### src/hdl/csr_pkg.sv
/*
 Constants shared by both ends of the crate control-register link:
 register map, field positions, frame lengths and timing counts.
 Assumes a single 20 MHz controller clock on both ends.
*/
package csr_pkg;
	// Controller clock rate.
	localparam int unsigned CLK_HZ = 20_000_000;
	localparam int unsigned CLK_MHZ = 20;
	// Access widths carried on the link.
	localparam int unsigned ADDR_W = 12;
	localparam int unsigned DATA_W = 8;
	// Address frame is 16 bits: read flag on top, twelve address bits at the bottom.
	localparam int unsigned ADDR_FRAME_BITS = 16;
	localparam int unsigned DATA_FRAME_BITS = 8;
	localparam int unsigned RW_BIT = 15;
	localparam int unsigned BITCNT_W = 5;
	// Register offsets.
	localparam logic [11:0] REG_CTRL_ID = 12'h000;
	localparam logic [11:0] REG_TEST = 12'h001;
	localparam logic [11:0] REG_RATE_LO = 12'h002;
	localparam logic [11:0] REG_RATE_HI = 12'h003;
	localparam logic [11:0] REG_OCC_LO = 12'h004;
	localparam logic [11:0] REG_OCC_HI = 12'h005;
	// Field positions.
	localparam int unsigned SOFT_RST_BIT = 0;
	localparam int unsigned LOOPBACK_BIT = 0;
	localparam int unsigned SLOW_BIT = 1;
	localparam int unsigned CARD_BIT = 7;
	// Reset values.
	localparam logic SOFT_RST_RESET = 1'b0;
	localparam logic [7:0] BYTE_ZERO = 8'h00;
	localparam logic [15:0] VEC_ZERO = 16'h0000;
	// Identification string: 512 bytes, a short text then zero fill.
	localparam int unsigned ID_LEN = 512;
	localparam int unsigned ID_PTR_W = 9;
	localparam int unsigned ID_TEXT_LEN = 16;
	// Arbitrary text, names no maker or part.
	localparam logic [127:0] ID_TEXT = "CRATE-CTRL-FW-01";
	// Serial clock half period on the host end, in controller cycles.
	localparam int unsigned SCK_HALF_CYC = 4;
	localparam int unsigned DIV_W = 3;
	// Interrupt pulse width and processor reset hold, in ns and cycles.
	localparam int unsigned IRQ_HOLD_NS = 1000;
	localparam int unsigned IRQ_HOLD_CYC = (IRQ_HOLD_NS * CLK_MHZ + 999) / 1000;
	localparam int unsigned RST_HOLD_NS = 1000;
	localparam int unsigned RST_HOLD_CYC = (RST_HOLD_NS * CLK_MHZ + 999) / 1000;
	// Watchdog timeout in seconds and default cycle count.
	localparam int unsigned WDOG_TIMEOUT_S = 9;
	localparam int unsigned WDOG_CYC_DEF = WDOG_TIMEOUT_S * CLK_HZ;
	// Host end sequencer states.
	typedef enum logic [1:0]
	{
		CSR_H_IDLE = 2'b00,
		CSR_H_SHIFT = 2'b01,
		CSR_H_GAP = 2'b10,
		CSR_H_DONE = 2'b11
	} csr_host_state_t;
endpackage

### src/hdl/csr_link_if.sv
/*
 Link between the processor (host end) and the control-register logic
 (device end): serial register port plus side-band lines.
 Assumes both ends share the controller clock; all lines are plain levels.
*/
`timescale 1ns/1ns
interface csr_link_if;
	logic sclk; // Serial clock, driven by the host.
	logic mosi; // Host to device data.
	logic miso; // Device to host data.
	logic sel_n; // Register port select, low during a frame.
	logic tx_space_ready; // Device can take up to 128 words on the serial transmit port.
	logic config_change_irq; // Installed module set changed.
	logic nmi; // Rises when supply loss is imminent.
	logic watchdog_kick_strobe; // High on every host access to the watchdog bank.
	logic proc_reset; // Watchdog reset towards the processor.
	modport dev
	(
		input sclk, mosi, sel_n, watchdog_kick_strobe,
		output miso, tx_space_ready, config_change_irq, nmi, proc_reset
	);
	modport host
	(
		output sclk, mosi, sel_n, watchdog_kick_strobe,
		input miso, tx_space_ready, config_change_irq, nmi, proc_reset
	);
endinterface

### src/hdl/csr_dev_end.sv
/*
 Device end: control-register bank reached over the serial register port,
 identification string, loopback and rate controls, presence vector,
 side-band lines and the external watchdog.
 Assumes link inputs are synchronous to mclk_i and the host keeps SCK slow
 enough (half period of several cycles) for edge detection by sampling.
*/
// Overview of operation
// - Registers reached only over the select-5 serial port.
// - Each access: twelve address bits, one byte.
// - Address and data frames join into one access.
// - Register 000 bit 0: active-low soft reset.
// - Watchdog also resets logic on revised boards.
// - Register 000 reads return the identification string.
// - Reset clears pointer; each read advances it.
// - Loopback mode returns transmit traffic, blocks modules.
// - Register 001 bit 1 selects slow process mode.
// - Register 001 bit 7 reports card presence; here on revised boards only, zero otherwise.
// - Registers 002-003 give per-slot fast/slow rate.
// - Vector bit 0 is slot 1, ascending.
// - Registers 004-005 read slot occupancy.
// - Bits above the last fitted slot unused.
// - Ready line means room for 128 words.
// - Interrupt raised when installed modules change.
// - Rising edge on NMI before supply loss.
// - Host access restarts watchdog; 9 s timeout resets.
// - Write-only reads undefined; read-only writes ignored.
// - Software writes zero to reserved fields.
// - Host never touches addresses 010 through FFF.
`timescale 1ns/1ns
module csr_dev_end
#(
	parameter int unsigned WDOG_CYC = csr_pkg::WDOG_CYC_DEF
)
(
	input wire logic mclk_i,
	input wire logic rst_i,
	csr_link_if.dev link,
	input wire logic board_rev_nz_i,
	input wire logic [15:0] presence_i,
	input wire logic card_detect_i,
	input wire logic pwr_fail_i,
	input wire logic tx_space_i,
	input wire logic host_tx_valid_i,
	input wire logic [31:0] host_tx_data_i,
	input wire logic mod_rx_valid_i,
	input wire logic [31:0] mod_rx_data_i,
	output logic par_rx_valid_o,
	output logic [31:0] par_rx_data_o,
	output logic mod_tx_valid_o,
	output logic [31:0] mod_tx_data_o,
	output logic [15:0] slot_fast_o,
	output logic slow_mode_o,
	output logic logic_rst_o
);
	import csr_pkg::*;

	logic sclk_q; // Previous serial clock sample.
	logic sel_n_q; // Previous select sample.
	logic [15:0] shin_q; // Incoming shift register.
	logic [7:0] shout_q; // Outgoing shift register, bit 7 on the wire.
	logic [BITCNT_W-1:0] cnt_q; // Rising edges seen in the current frame.
	logic have_addr_q; // An address frame is waiting for its data frame.
	logic rd_q; // Pending access is a read.
	logic [11:0] addr_q; // Pending access address.
	logic [7:0] wdata_q; // Byte of a completed write.
	logic wr_stb_q; // One-cycle pulse: a write completed.
	logic rd_stb_q; // One-cycle pulse: a read completed.
	logic soft_q; // Soft reset bit, 0 holds the logic in reset.
	logic [ID_PTR_W-1:0] id_ptr_q; // Identification string read pointer.
	logic loop_q; // Loopback test mode.
	logic slow_q; // Slow process mode.
	logic [15:0] fast_q; // Per-slot rate vector.
	logic [15:0] pres_m_q; // Presence synchroniser first stage.
	logic [15:0] pres_s_q; // Presence synchroniser second stage.
	logic [15:0] pres_q; // Presence, one cycle older, for change detection.
	logic [1:0] pf_q; // Supply-fail synchroniser.
	logic nmi_q; // NMI line.
	logic [7:0] irq_cnt_q; // Interrupt pulse stretcher.
	logic irq_q; // Interrupt line.
	logic [31:0] wd_cnt_q; // Watchdog counter.
	logic wd_rst_q; // Watchdog reset active.
	logic hard_rst; // Button or watchdog reset.
	logic lrst; // Reset of everything behind the soft reset bit.
	logic rise;
	logic fall;
	logic start;
	logic stop;
	logic [7:0] rd_byte; // Byte presented for a read.

	// Returns one byte of the identification string; the tail reads as zero.
	function automatic logic [7:0] id_byte(input logic [ID_PTR_W-1:0] idx);
		logic [7:0] b;
		b = BYTE_ZERO;
		if (int'(idx) < ID_TEXT_LEN)
		begin
			b = ID_TEXT[8 * (ID_TEXT_LEN - 1 - int'(idx)) +: 8];
		end
		return b;
	endfunction

	// The watchdog reset reaches the logic only on revised boards.
	// watchdog logic reset
	assign hard_rst = rst_i | (wd_rst_q & board_rev_nz_i);
	assign lrst = hard_rst | ~soft_q;
	assign logic_rst_o = lrst;

	// Edge and frame detection on the sampled port lines.
	// select framing
	assign rise = link.sclk & ~sclk_q & ~link.sel_n;
	assign fall = ~link.sclk & sclk_q & ~link.sel_n;
	assign start = ~link.sel_n & sel_n_q;
	assign stop = link.sel_n & ~sel_n_q;
	assign link.miso = shout_q[7];

	// Line history for edge detection.
	always_ff @(posedge mclk_i)
	begin
		if (rst_i)
		begin
			sclk_q <= 1'b0;
			sel_n_q <= 1'b1;
		end
		else
		begin
			sclk_q <= link.sclk;
			sel_n_q <= link.sel_n;
		end
	end

	// Serial slave. Kept on the hard reset so software can always set the
	// soft reset bit; a soft reset must not lock out the port itself.
	always_ff @(posedge mclk_i)
	begin
		if (hard_rst)
		begin
			shin_q <= VEC_ZERO;
			shout_q <= BYTE_ZERO;
			cnt_q <= '0;
			have_addr_q <= 1'b0;
			rd_q <= 1'b0;
			addr_q <= REG_CTRL_ID;
			wdata_q <= BYTE_ZERO;
			wr_stb_q <= 1'b0;
			rd_stb_q <= 1'b0;
		end
		else
		begin
			wr_stb_q <= 1'b0;
			rd_stb_q <= 1'b0;
			if (start)
			begin
				cnt_q <= '0;
				// The read byte must sit on the wire before the first rising edge.
				if (have_addr_q && rd_q)
				begin
					shout_q <= rd_byte;
				end
			end
			if (rise)
			begin
				shin_q <= {shin_q[14:0], link.mosi};
				// Saturate so an overlong frame cannot wrap into a valid length.
				if (cnt_q != '1)
				begin
					cnt_q <= cnt_q + 1'b1;
				end
			end
			if (fall)
			begin
				shout_q <= {shout_q[6:0], 1'b0};
			end
			if (stop)
			begin
				if (!have_addr_q && cnt_q == BITCNT_W'(ADDR_FRAME_BITS))
				begin
					have_addr_q <= 1'b1;
					rd_q <= shin_q[RW_BIT];
					addr_q <= shin_q[ADDR_W-1:0];
				end
				else if (have_addr_q && cnt_q == BITCNT_W'(DATA_FRAME_BITS))
				begin
					have_addr_q <= 1'b0;
					wr_stb_q <= ~rd_q;
					rd_stb_q <= rd_q;
					wdata_q <= shin_q[DATA_W-1:0];
				end
				else
				begin
					// A frame of the wrong length drops the pending access.
					have_addr_q <= 1'b0;
				end
			end
		end
	end

	// Read multiplexer; write-only locations read as zero.
	always_comb
	begin
		rd_byte = BYTE_ZERO;
		case (addr_q)
			REG_CTRL_ID: rd_byte = id_byte(id_ptr_q);
			REG_TEST: rd_byte[CARD_BIT] = card_detect_i & board_rev_nz_i;
			REG_OCC_LO: rd_byte = pres_s_q[7:0];
			REG_OCC_HI: rd_byte = pres_s_q[15:8];
			default: rd_byte = BYTE_ZERO;
		endcase
	end

	// Soft reset bit, reset only by the button or the watchdog.
	always_ff @(posedge mclk_i)
	begin
		if (hard_rst)
		begin
			soft_q <= SOFT_RST_RESET;
		end
		else if (wr_stb_q && addr_q == REG_CTRL_ID)
		begin
			soft_q <= wdata_q[SOFT_RST_BIT];
		end
	end

	always_ff @(posedge mclk_i)
	begin
		if (lrst)
		begin
			id_ptr_q <= '0;
		end
		else if (rd_stb_q && addr_q == REG_CTRL_ID)
		begin
			id_ptr_q <= id_ptr_q + 1'b1;
		end
	end

	// Control registers; writes to read-only offsets fall through unchanged.
	always_ff @(posedge mclk_i)
	begin
		if (lrst)
		begin
			loop_q <= 1'b0;
			slow_q <= 1'b0;
			fast_q <= VEC_ZERO;
		end
		else if (wr_stb_q)
		begin
			case (addr_q)
				REG_TEST:
				begin
					loop_q <= wdata_q[LOOPBACK_BIT];
					slow_q <= wdata_q[SLOW_BIT];
				end
				REG_RATE_LO: fast_q[7:0] <= wdata_q;
				REG_RATE_HI: fast_q[15:8] <= wdata_q;
				default: fast_q <= fast_q;
			endcase
		end
	end
	assign slot_fast_o = fast_q;
	assign slow_mode_o = slow_q;

	// loopback path, registered so data outputs come from flops.
	always_ff @(posedge mclk_i)
	begin
		if (lrst)
		begin
			par_rx_valid_o <= 1'b0;
			par_rx_data_o <= '0;
			mod_tx_valid_o <= 1'b0;
			mod_tx_data_o <= '0;
		end
		else
		begin
			par_rx_valid_o <= loop_q ? host_tx_valid_i : mod_rx_valid_i;
			par_rx_data_o <= loop_q ? host_tx_data_i : mod_rx_data_i;
			mod_tx_valid_o <= host_tx_valid_i & ~loop_q;
			mod_tx_data_o <= host_tx_data_i;
		end
	end

	always_ff @(posedge mclk_i)
	begin
		if (lrst)
		begin
			pres_m_q <= VEC_ZERO;
			pres_s_q <= VEC_ZERO;
			pres_q <= VEC_ZERO;
		end
		else
		begin
			pres_m_q <= presence_i;
			pres_s_q <= pres_m_q;
			pres_q <= pres_s_q;
		end
	end

	// change interrupt, stretched so the processor cannot miss it.
	always_ff @(posedge mclk_i)
	begin
		if (lrst)
		begin
			irq_cnt_q <= BYTE_ZERO;
			irq_q <= 1'b0;
		end
		else if (pres_s_q != pres_q)
		begin
			irq_cnt_q <= 8'(IRQ_HOLD_CYC - 1);
			irq_q <= 1'b1;
		end
		else if (irq_cnt_q != BYTE_ZERO)
		begin
			irq_cnt_q <= irq_cnt_q - 1'b1;
		end
		else
		begin
			irq_q <= 1'b0;
		end
	end
	assign link.config_change_irq = irq_q;

	// supply-fail NMI, on the hard reset so a soft reset cannot mask it.
	always_ff @(posedge mclk_i)
	begin
		if (hard_rst)
		begin
			pf_q <= 2'b00;
			nmi_q <= 1'b0;
		end
		else
		begin
			pf_q <= {pf_q[0], pwr_fail_i};
			nmi_q <= pf_q[1];
		end
	end
	assign link.nmi = nmi_q;

	assign link.tx_space_ready = tx_space_i & ~lrst;

	// watchdog: a kick restarts the count; timeout holds reset briefly.
	always_ff @(posedge mclk_i)
	begin
		if (rst_i)
		begin
			wd_cnt_q <= '0;
			wd_rst_q <= 1'b0;
		end
		else if (wd_cnt_q == WDOG_CYC + RST_HOLD_CYC - 1)
		begin
			wd_cnt_q <= '0;
			wd_rst_q <= 1'b0;
		end
		else if (link.watchdog_kick_strobe && !wd_rst_q)
		begin
			wd_cnt_q <= '0;
		end
		else
		begin
			wd_cnt_q <= wd_cnt_q + 1'b1;
			wd_rst_q <= (wd_cnt_q + 1'b1) >= WDOG_CYC;
		end
	end
	assign link.proc_reset = wd_rst_q;
	// Slot count is not known here: every bit above the fitted slots is
	// simply stored in the rate vector or passed through as occupancy, which the host ignores.
	// unused bits
endmodule

### src/flat_wrapper.sv
// flat-port wrapper written by rule: the top's interface ports become plain ports
module csr_dev_end_flat import csr_pkg::*;
#(
	parameter int unsigned WDOG_CYC = csr_pkg::WDOG_CYC_DEF
)
  (mclk_i, rst_i, board_rev_nz_i, presence_i, card_detect_i, pwr_fail_i, tx_space_i, host_tx_valid_i, host_tx_data_i, mod_rx_valid_i, mod_rx_data_i, par_rx_valid_o, par_rx_data_o, mod_tx_valid_o, mod_tx_data_o, slot_fast_o, slow_mode_o, logic_rst_o, link_sclk, link_mosi, link_sel_n, link_watchdog_kick_strobe, link_miso, link_tx_space_ready, link_config_change_irq, link_nmi, link_proc_reset);
  csr_link_if link_i ();
  input wire logic mclk_i;
  input wire logic rst_i;
  input wire logic board_rev_nz_i;
  input wire logic [15:0] presence_i;
  input wire logic card_detect_i;
  input wire logic pwr_fail_i;
  input wire logic tx_space_i;
  input wire logic host_tx_valid_i;
  input wire logic [31:0] host_tx_data_i;
  input wire logic mod_rx_valid_i;
  input wire logic [31:0] mod_rx_data_i;
  output logic par_rx_valid_o;
  output logic [31:0] par_rx_data_o;
  output logic mod_tx_valid_o;
  output logic [31:0] mod_tx_data_o;
  output logic [15:0] slot_fast_o;
  output logic slow_mode_o;
  output logic logic_rst_o;
  input wire logic [$bits(link_i.sclk)-1:0] link_sclk;
  input wire logic [$bits(link_i.mosi)-1:0] link_mosi;
  input wire logic [$bits(link_i.sel_n)-1:0] link_sel_n;
  input wire logic [$bits(link_i.watchdog_kick_strobe)-1:0] link_watchdog_kick_strobe;
  output wire logic [$bits(link_i.miso)-1:0] link_miso;
  output wire logic [$bits(link_i.tx_space_ready)-1:0] link_tx_space_ready;
  output wire logic [$bits(link_i.config_change_irq)-1:0] link_config_change_irq;
  output wire logic [$bits(link_i.nmi)-1:0] link_nmi;
  output wire logic [$bits(link_i.proc_reset)-1:0] link_proc_reset;
  assign link_i.sclk = link_sclk;
  assign link_i.mosi = link_mosi;
  assign link_i.sel_n = link_sel_n;
  assign link_i.watchdog_kick_strobe = link_watchdog_kick_strobe;
  assign link_miso = link_i.miso;
  assign link_tx_space_ready = link_i.tx_space_ready;
  assign link_config_change_irq = link_i.config_change_irq;
  assign link_nmi = link_i.nmi;
  assign link_proc_reset = link_i.proc_reset;
  csr_dev_end #(.WDOG_CYC(WDOG_CYC)) u_core (.mclk_i(mclk_i), .rst_i(rst_i), .link(link_i), .board_rev_nz_i(board_rev_nz_i), .presence_i(presence_i), .card_detect_i(card_detect_i), .pwr_fail_i(pwr_fail_i), .tx_space_i(tx_space_i), .host_tx_valid_i(host_tx_valid_i), .host_tx_data_i(host_tx_data_i), .mod_rx_valid_i(mod_rx_valid_i), .mod_rx_data_i(mod_rx_data_i), .par_rx_valid_o(par_rx_valid_o), .par_rx_data_o(par_rx_data_o), .mod_tx_valid_o(mod_tx_valid_o), .mod_tx_data_o(mod_tx_data_o), .slot_fast_o(slot_fast_o), .slow_mode_o(slow_mode_o), .logic_rst_o(logic_rst_o));
endmodule
### config.mk
export PLATFORM = sky130hd
export DESIGN_NAME = csr_dev_end_flat
export DESIGN_NICKNAME = d
export VERILOG_FILES = /design/src/hdl/csr_pkg.sv /design/src/hdl/csr_link_if.sv /design/src/hdl/csr_dev_end.sv /design/src/flat_wrapper.sv
export SDC_FILE = /design/constraint.sdc
export NUM_CORES = 1
export LEC_CHECK = 0
export BUFFER_PORTS_ARGS = -buffer_cell sky130_fd_sc_hd__buf_2
export CORE_AREA = 2 2 130 132
export DETAILED_ROUTE_END_ITERATION = 7
export DIE_AREA = 0 0 132 134
export GPL_TIMING_DRIVEN = 0
export PLACE_DENSITY = 0.86
export SLEW_MARGIN = 20
export SYNTH_ARGS = -nofsm -noshare
export SYNTH_HDL_FRONTEND = slang
export SYNTH_SLANG_ARGS = --single-unit
### constraint.sdc
create_clock -name mclk_i -period 5.29 [get_ports mclk_i]
set_input_delay 0.529 -clock mclk_i [delete_from_list [all_inputs] [get_ports mclk_i]]
set_output_delay 0.529 -clock mclk_i [all_outputs]
set_load 0.05 [all_outputs]
==> flow_summary_export.csv <==
group,metric,value,unit
status,status,"finished clean",
power,p_sw_share,20.6,%
logic_synthesis,async_flop_share,0,%
global_routing,grt_usage,26.0,%
sta,rsz0062_at_grt,"no",
critical_path,setup.worst_path.start_class,"flop",
critical_path,critPathArrivalTime,2.52,ns
global_routing,use_met2,45.9,%
logic_synthesis,synthesis.nets,1085,
clock_tree,cts_resized,0,
detailed_routing,antenna_left,0,
sta,fmax,328,MHz
global_routing,use_met3,5.52,%
floorplanning,io_pins,181,
clock_tree,cts-htree-levels,1,
global_routing,gr-total-overflow,0,
sta,period_minus_slack,3.05,ns
detailed_routing,drc,0,
logic_synthesis,syn_area_per_cell,9.51,um2
logic_synthesis,synthFlopType,"dfxtp_1",
clock_tree,post_cts_buffers,0,
critical_path,crit_required,4.76,ns
detailed_routing,drt_iter0_drc,497,
floorplanning,rows,47,
logic_synthesis,synth_area,9380,um2
finish,area_growth,21.1,%
finish,final_core_util,69.7,%
finish,n_antenna_cell,0,
sta,finalSetupViolCount,0,
clock_tree,clockBufferDepth,3,
floorplanning,die_width,132,um
detailed_routing,vias,7941,
floorplanning,dieHeight,134,um
logic_synthesis,synth-simple-area-share,23.9,%
logic_synthesis,ys_seq_area_share,51.6,%
sta,drv_slew,0,
detailed_routing,drt_wl_total,23800,um
detailed_routing,vias_per_cell,5.56,
clock_tree,clock-root-buffer,"clkbuf_16",
clock_tree,clk_latency,0.51,ns
clock_tree,cts.sinks,242,
power,power_switching,747,uW
detailed_routing,drt_first_pass_iters,5,
power,p_seq_share,50.4,%
detailed_routing,wire_per_inst,16.7,um
hold_path,hold_class,"in -> reg",
floorplanning,core-area,16300,um2
global_routing,grt_pass1_wl,37600,um
sta,worst_slack,2.24,ns
logic_synthesis,synth-compound-area-share,6.54,%
sta,slew-limit-headroom,22.0,%
global_routing,first_global_vias,7702,
run,cap_violations,0,
logic_synthesis,synth.distinct_cells,66,
critical_path,end_kind,"output pin",
sta,hold-worst-slack,0.224,ns
power,power.internal,2.88,mW
logic_synthesis,ys_seq_elements,242,
sta,period_share,57.6,%
logic_synthesis,synth_edf_count,0,
place,dp_slack,2.50,ns
power,leakagePower,5.02,nW
clock_tree,postCtsHoldBufs,0,
power,power.share.clock,47.1,%
logic_synthesis,synth_adder_area_share,0.934,%
critical_path,crit_type,"reg -> out",
sta,fin_tns_setup,0,ns
clock_tree,cts_tree,"built",
global_routing,busiest_layer,"met2",
clock_tree,clkSlewWorstSetupHoldPaths,0.06,ns
logic_synthesis,synth_warnings,0,
finish,nNetsFinal,1292,
place,port_buffers,180,
place,gp_congestion,0.881,
sta,skew,0.0138,ns
logic_synthesis,synthCells,986,
global_routing,grt_max_degree,14,
power,peakVddDrop,0.000320,V
global_routing,antenna_found_initial,0,
power,power.density,320,nW/um2
floorplanning,start_util,57.6,%
global_routing,gr-usage-met1,32.0,%
critical_path,crit_fanout,10,
logic_synthesis,synth_mux_area_share,7.91,%
place,place_hpwl,17200,um
logic_synthesis,synth_top_family_by_area,"simple AND/OR/NAND/NOR gates",
sta,tightest_slew,1.16,ns
sta,finalHoldViolCount,0,
logic_synthesis,synth-xor-area-share,5.79,%
floorplanning,dieArea,17700,um2
power,combPwrFrac,2.5,%
clock_tree,numCtsBuffers,25,
finish,post_route_cells_drive_above_1_share,20.1,%
## final cells by class
cell class / count / area, um2
well taps: 220 / 275
plain buffers: 61 / 264
fillers: 1226 / 4930
multi-input cells: 670 / 4220
clock inverters: 8 / 101
repair buffers: 180 / 901
inverters: 13 / 48.8
flip-flops and latches: 242 / 4840
clock buffers: 34 / 699
## cells in the final DEF, fill, tap and decap left out, types with 24 or more instances in the layout
cell type,netlist,final
mux2i_1,73,73
xnor2_1,38,38
dfxtp_1,242,242
and3_1,94,94
a21oi_1,45,45
xor2_1,24,24
nor2_1,143,143
buf_2,3,183
nand3_1,25,25
nand2_1,68,68
clkbuf_16,0,25
clkbuf_1,49,54
## worst paths after layout
path,from,end,slack [ns],cells after the start
max,u_core.link.proc_reset$_SDFFE_PP0N_,link_tx_space_ready,2.24,4
min,pwr_fail_i,u_core.pf_q[0]$_SDFF_PP0_,0.22,2
max reg2reg,u_core.wd_cnt_q[2]$_SDFF_PP0_,u_core.link.proc_reset$_SDFFE_PP0N_,2.71,7
min reg2reg,u_core.pf_q[0]$_SDFF_PP0_,u_core.pf_q[1]$_SDFF_PP0_,0.46,1
## cell usage after synthesis, types with 4 or more instances
master / instances / share of area [%]
clkbuf_1: 49 / 2.0
xor2_1: 24 / 2.2
a21oi_1: 45 / 2.4
xnor2_1: 38 / 3.5
nor4_1: 6 / 0.40
ha_1: 7 / 0.93
and4_1: 5 / 0.47
a22oi_1: 12 / 0.96
or3_1: 6 / 0.40
nor3b_1: 4 / 0.32
nand2_1: 68 / 2.7
inv_1: 13 / 0.52
nor2_1: 143 / 5.7
nor3_1: 21 / 1.1
nand4_1: 19 / 1.3
a21o_1: 6 / 0.48
nor2b_1: 9 / 0.60
dfxtp_1: 242 / 52
mux2i_1: 73 / 7.8
and3_1: 94 / 6.3
o21ai_0: 11 / 0.59
nand3_1: 25 / 1.3
## kinds of logic (layout without fill, tap and decap cells)
family,count (synthesis),in the layout
AOI/OAI and AO/OA,96,96
xor gates and xnor gates,62,62
adders and majority gates,7,7
buffers and inverters,74,296
DFF,242,242
muxes,74,74
and+or+nand+nor,431,431
## flip-flops by register name, indices dropped and copies added (netlist names), 2 cells and up
register / cells
u_core.addr_q: 12
u_core.cnt_q: 5
u_core.shout_q: 8
u_core.pres_m_q: 16
u_core.id_ptr_q: 9
u_core.pf_q: 2
u_core.pres_s_q: 16
u_core.slot_fast_o: 16
u_core.mod_tx_data_o: 32
u_core.wdata_q: 8
u_core.shin_q: 16
u_core.par_rx_data_o: 32
u_core.pres_q: 16
u_core.wd_cnt_q: 32
u_core.irq_cnt_q: 8
## power by group through the flow
stage	combinational, mW	sequential (mW)	clock [mW]
6_report	0.0914	1.83	1.71
5_1_grt	0.100	1.83	1.81
4_1_cts	0.0905	1.83	1.73
3_5_place_dp	0.0891	1.87	0
3_3_place_gp	0.0867	1.87	0
2_1_floorplan	0.0354	1.87	0
## worst max-delay path, cell delays in order, from the launching register on
cell	delay, ns
dfxtp_1	0.36
a21oi_1	0.73
clkbuf_1	0.44
and3_1	0.21
buf_2	0.26
## through the flow
step	instances	power [mW]	instance area (um2)
after floorplan	986	1.90	9380
after global placement	1386	1.96	10600
after detailed placement	1386	1.96	10600
final	1428	3.63	11400
after global routing	1428	3.74	11400
after CTS	1428	3.65	11400
## layer usage
layer / share of wire (%) / wire length, um
met3: 6.9 / 1650
met4: 2.2 / 531
met5: 0 / 0
met1: 41 / 9870
met2: 49 / 11800
No activity file was read; power rests on OpenSTA's default activity.
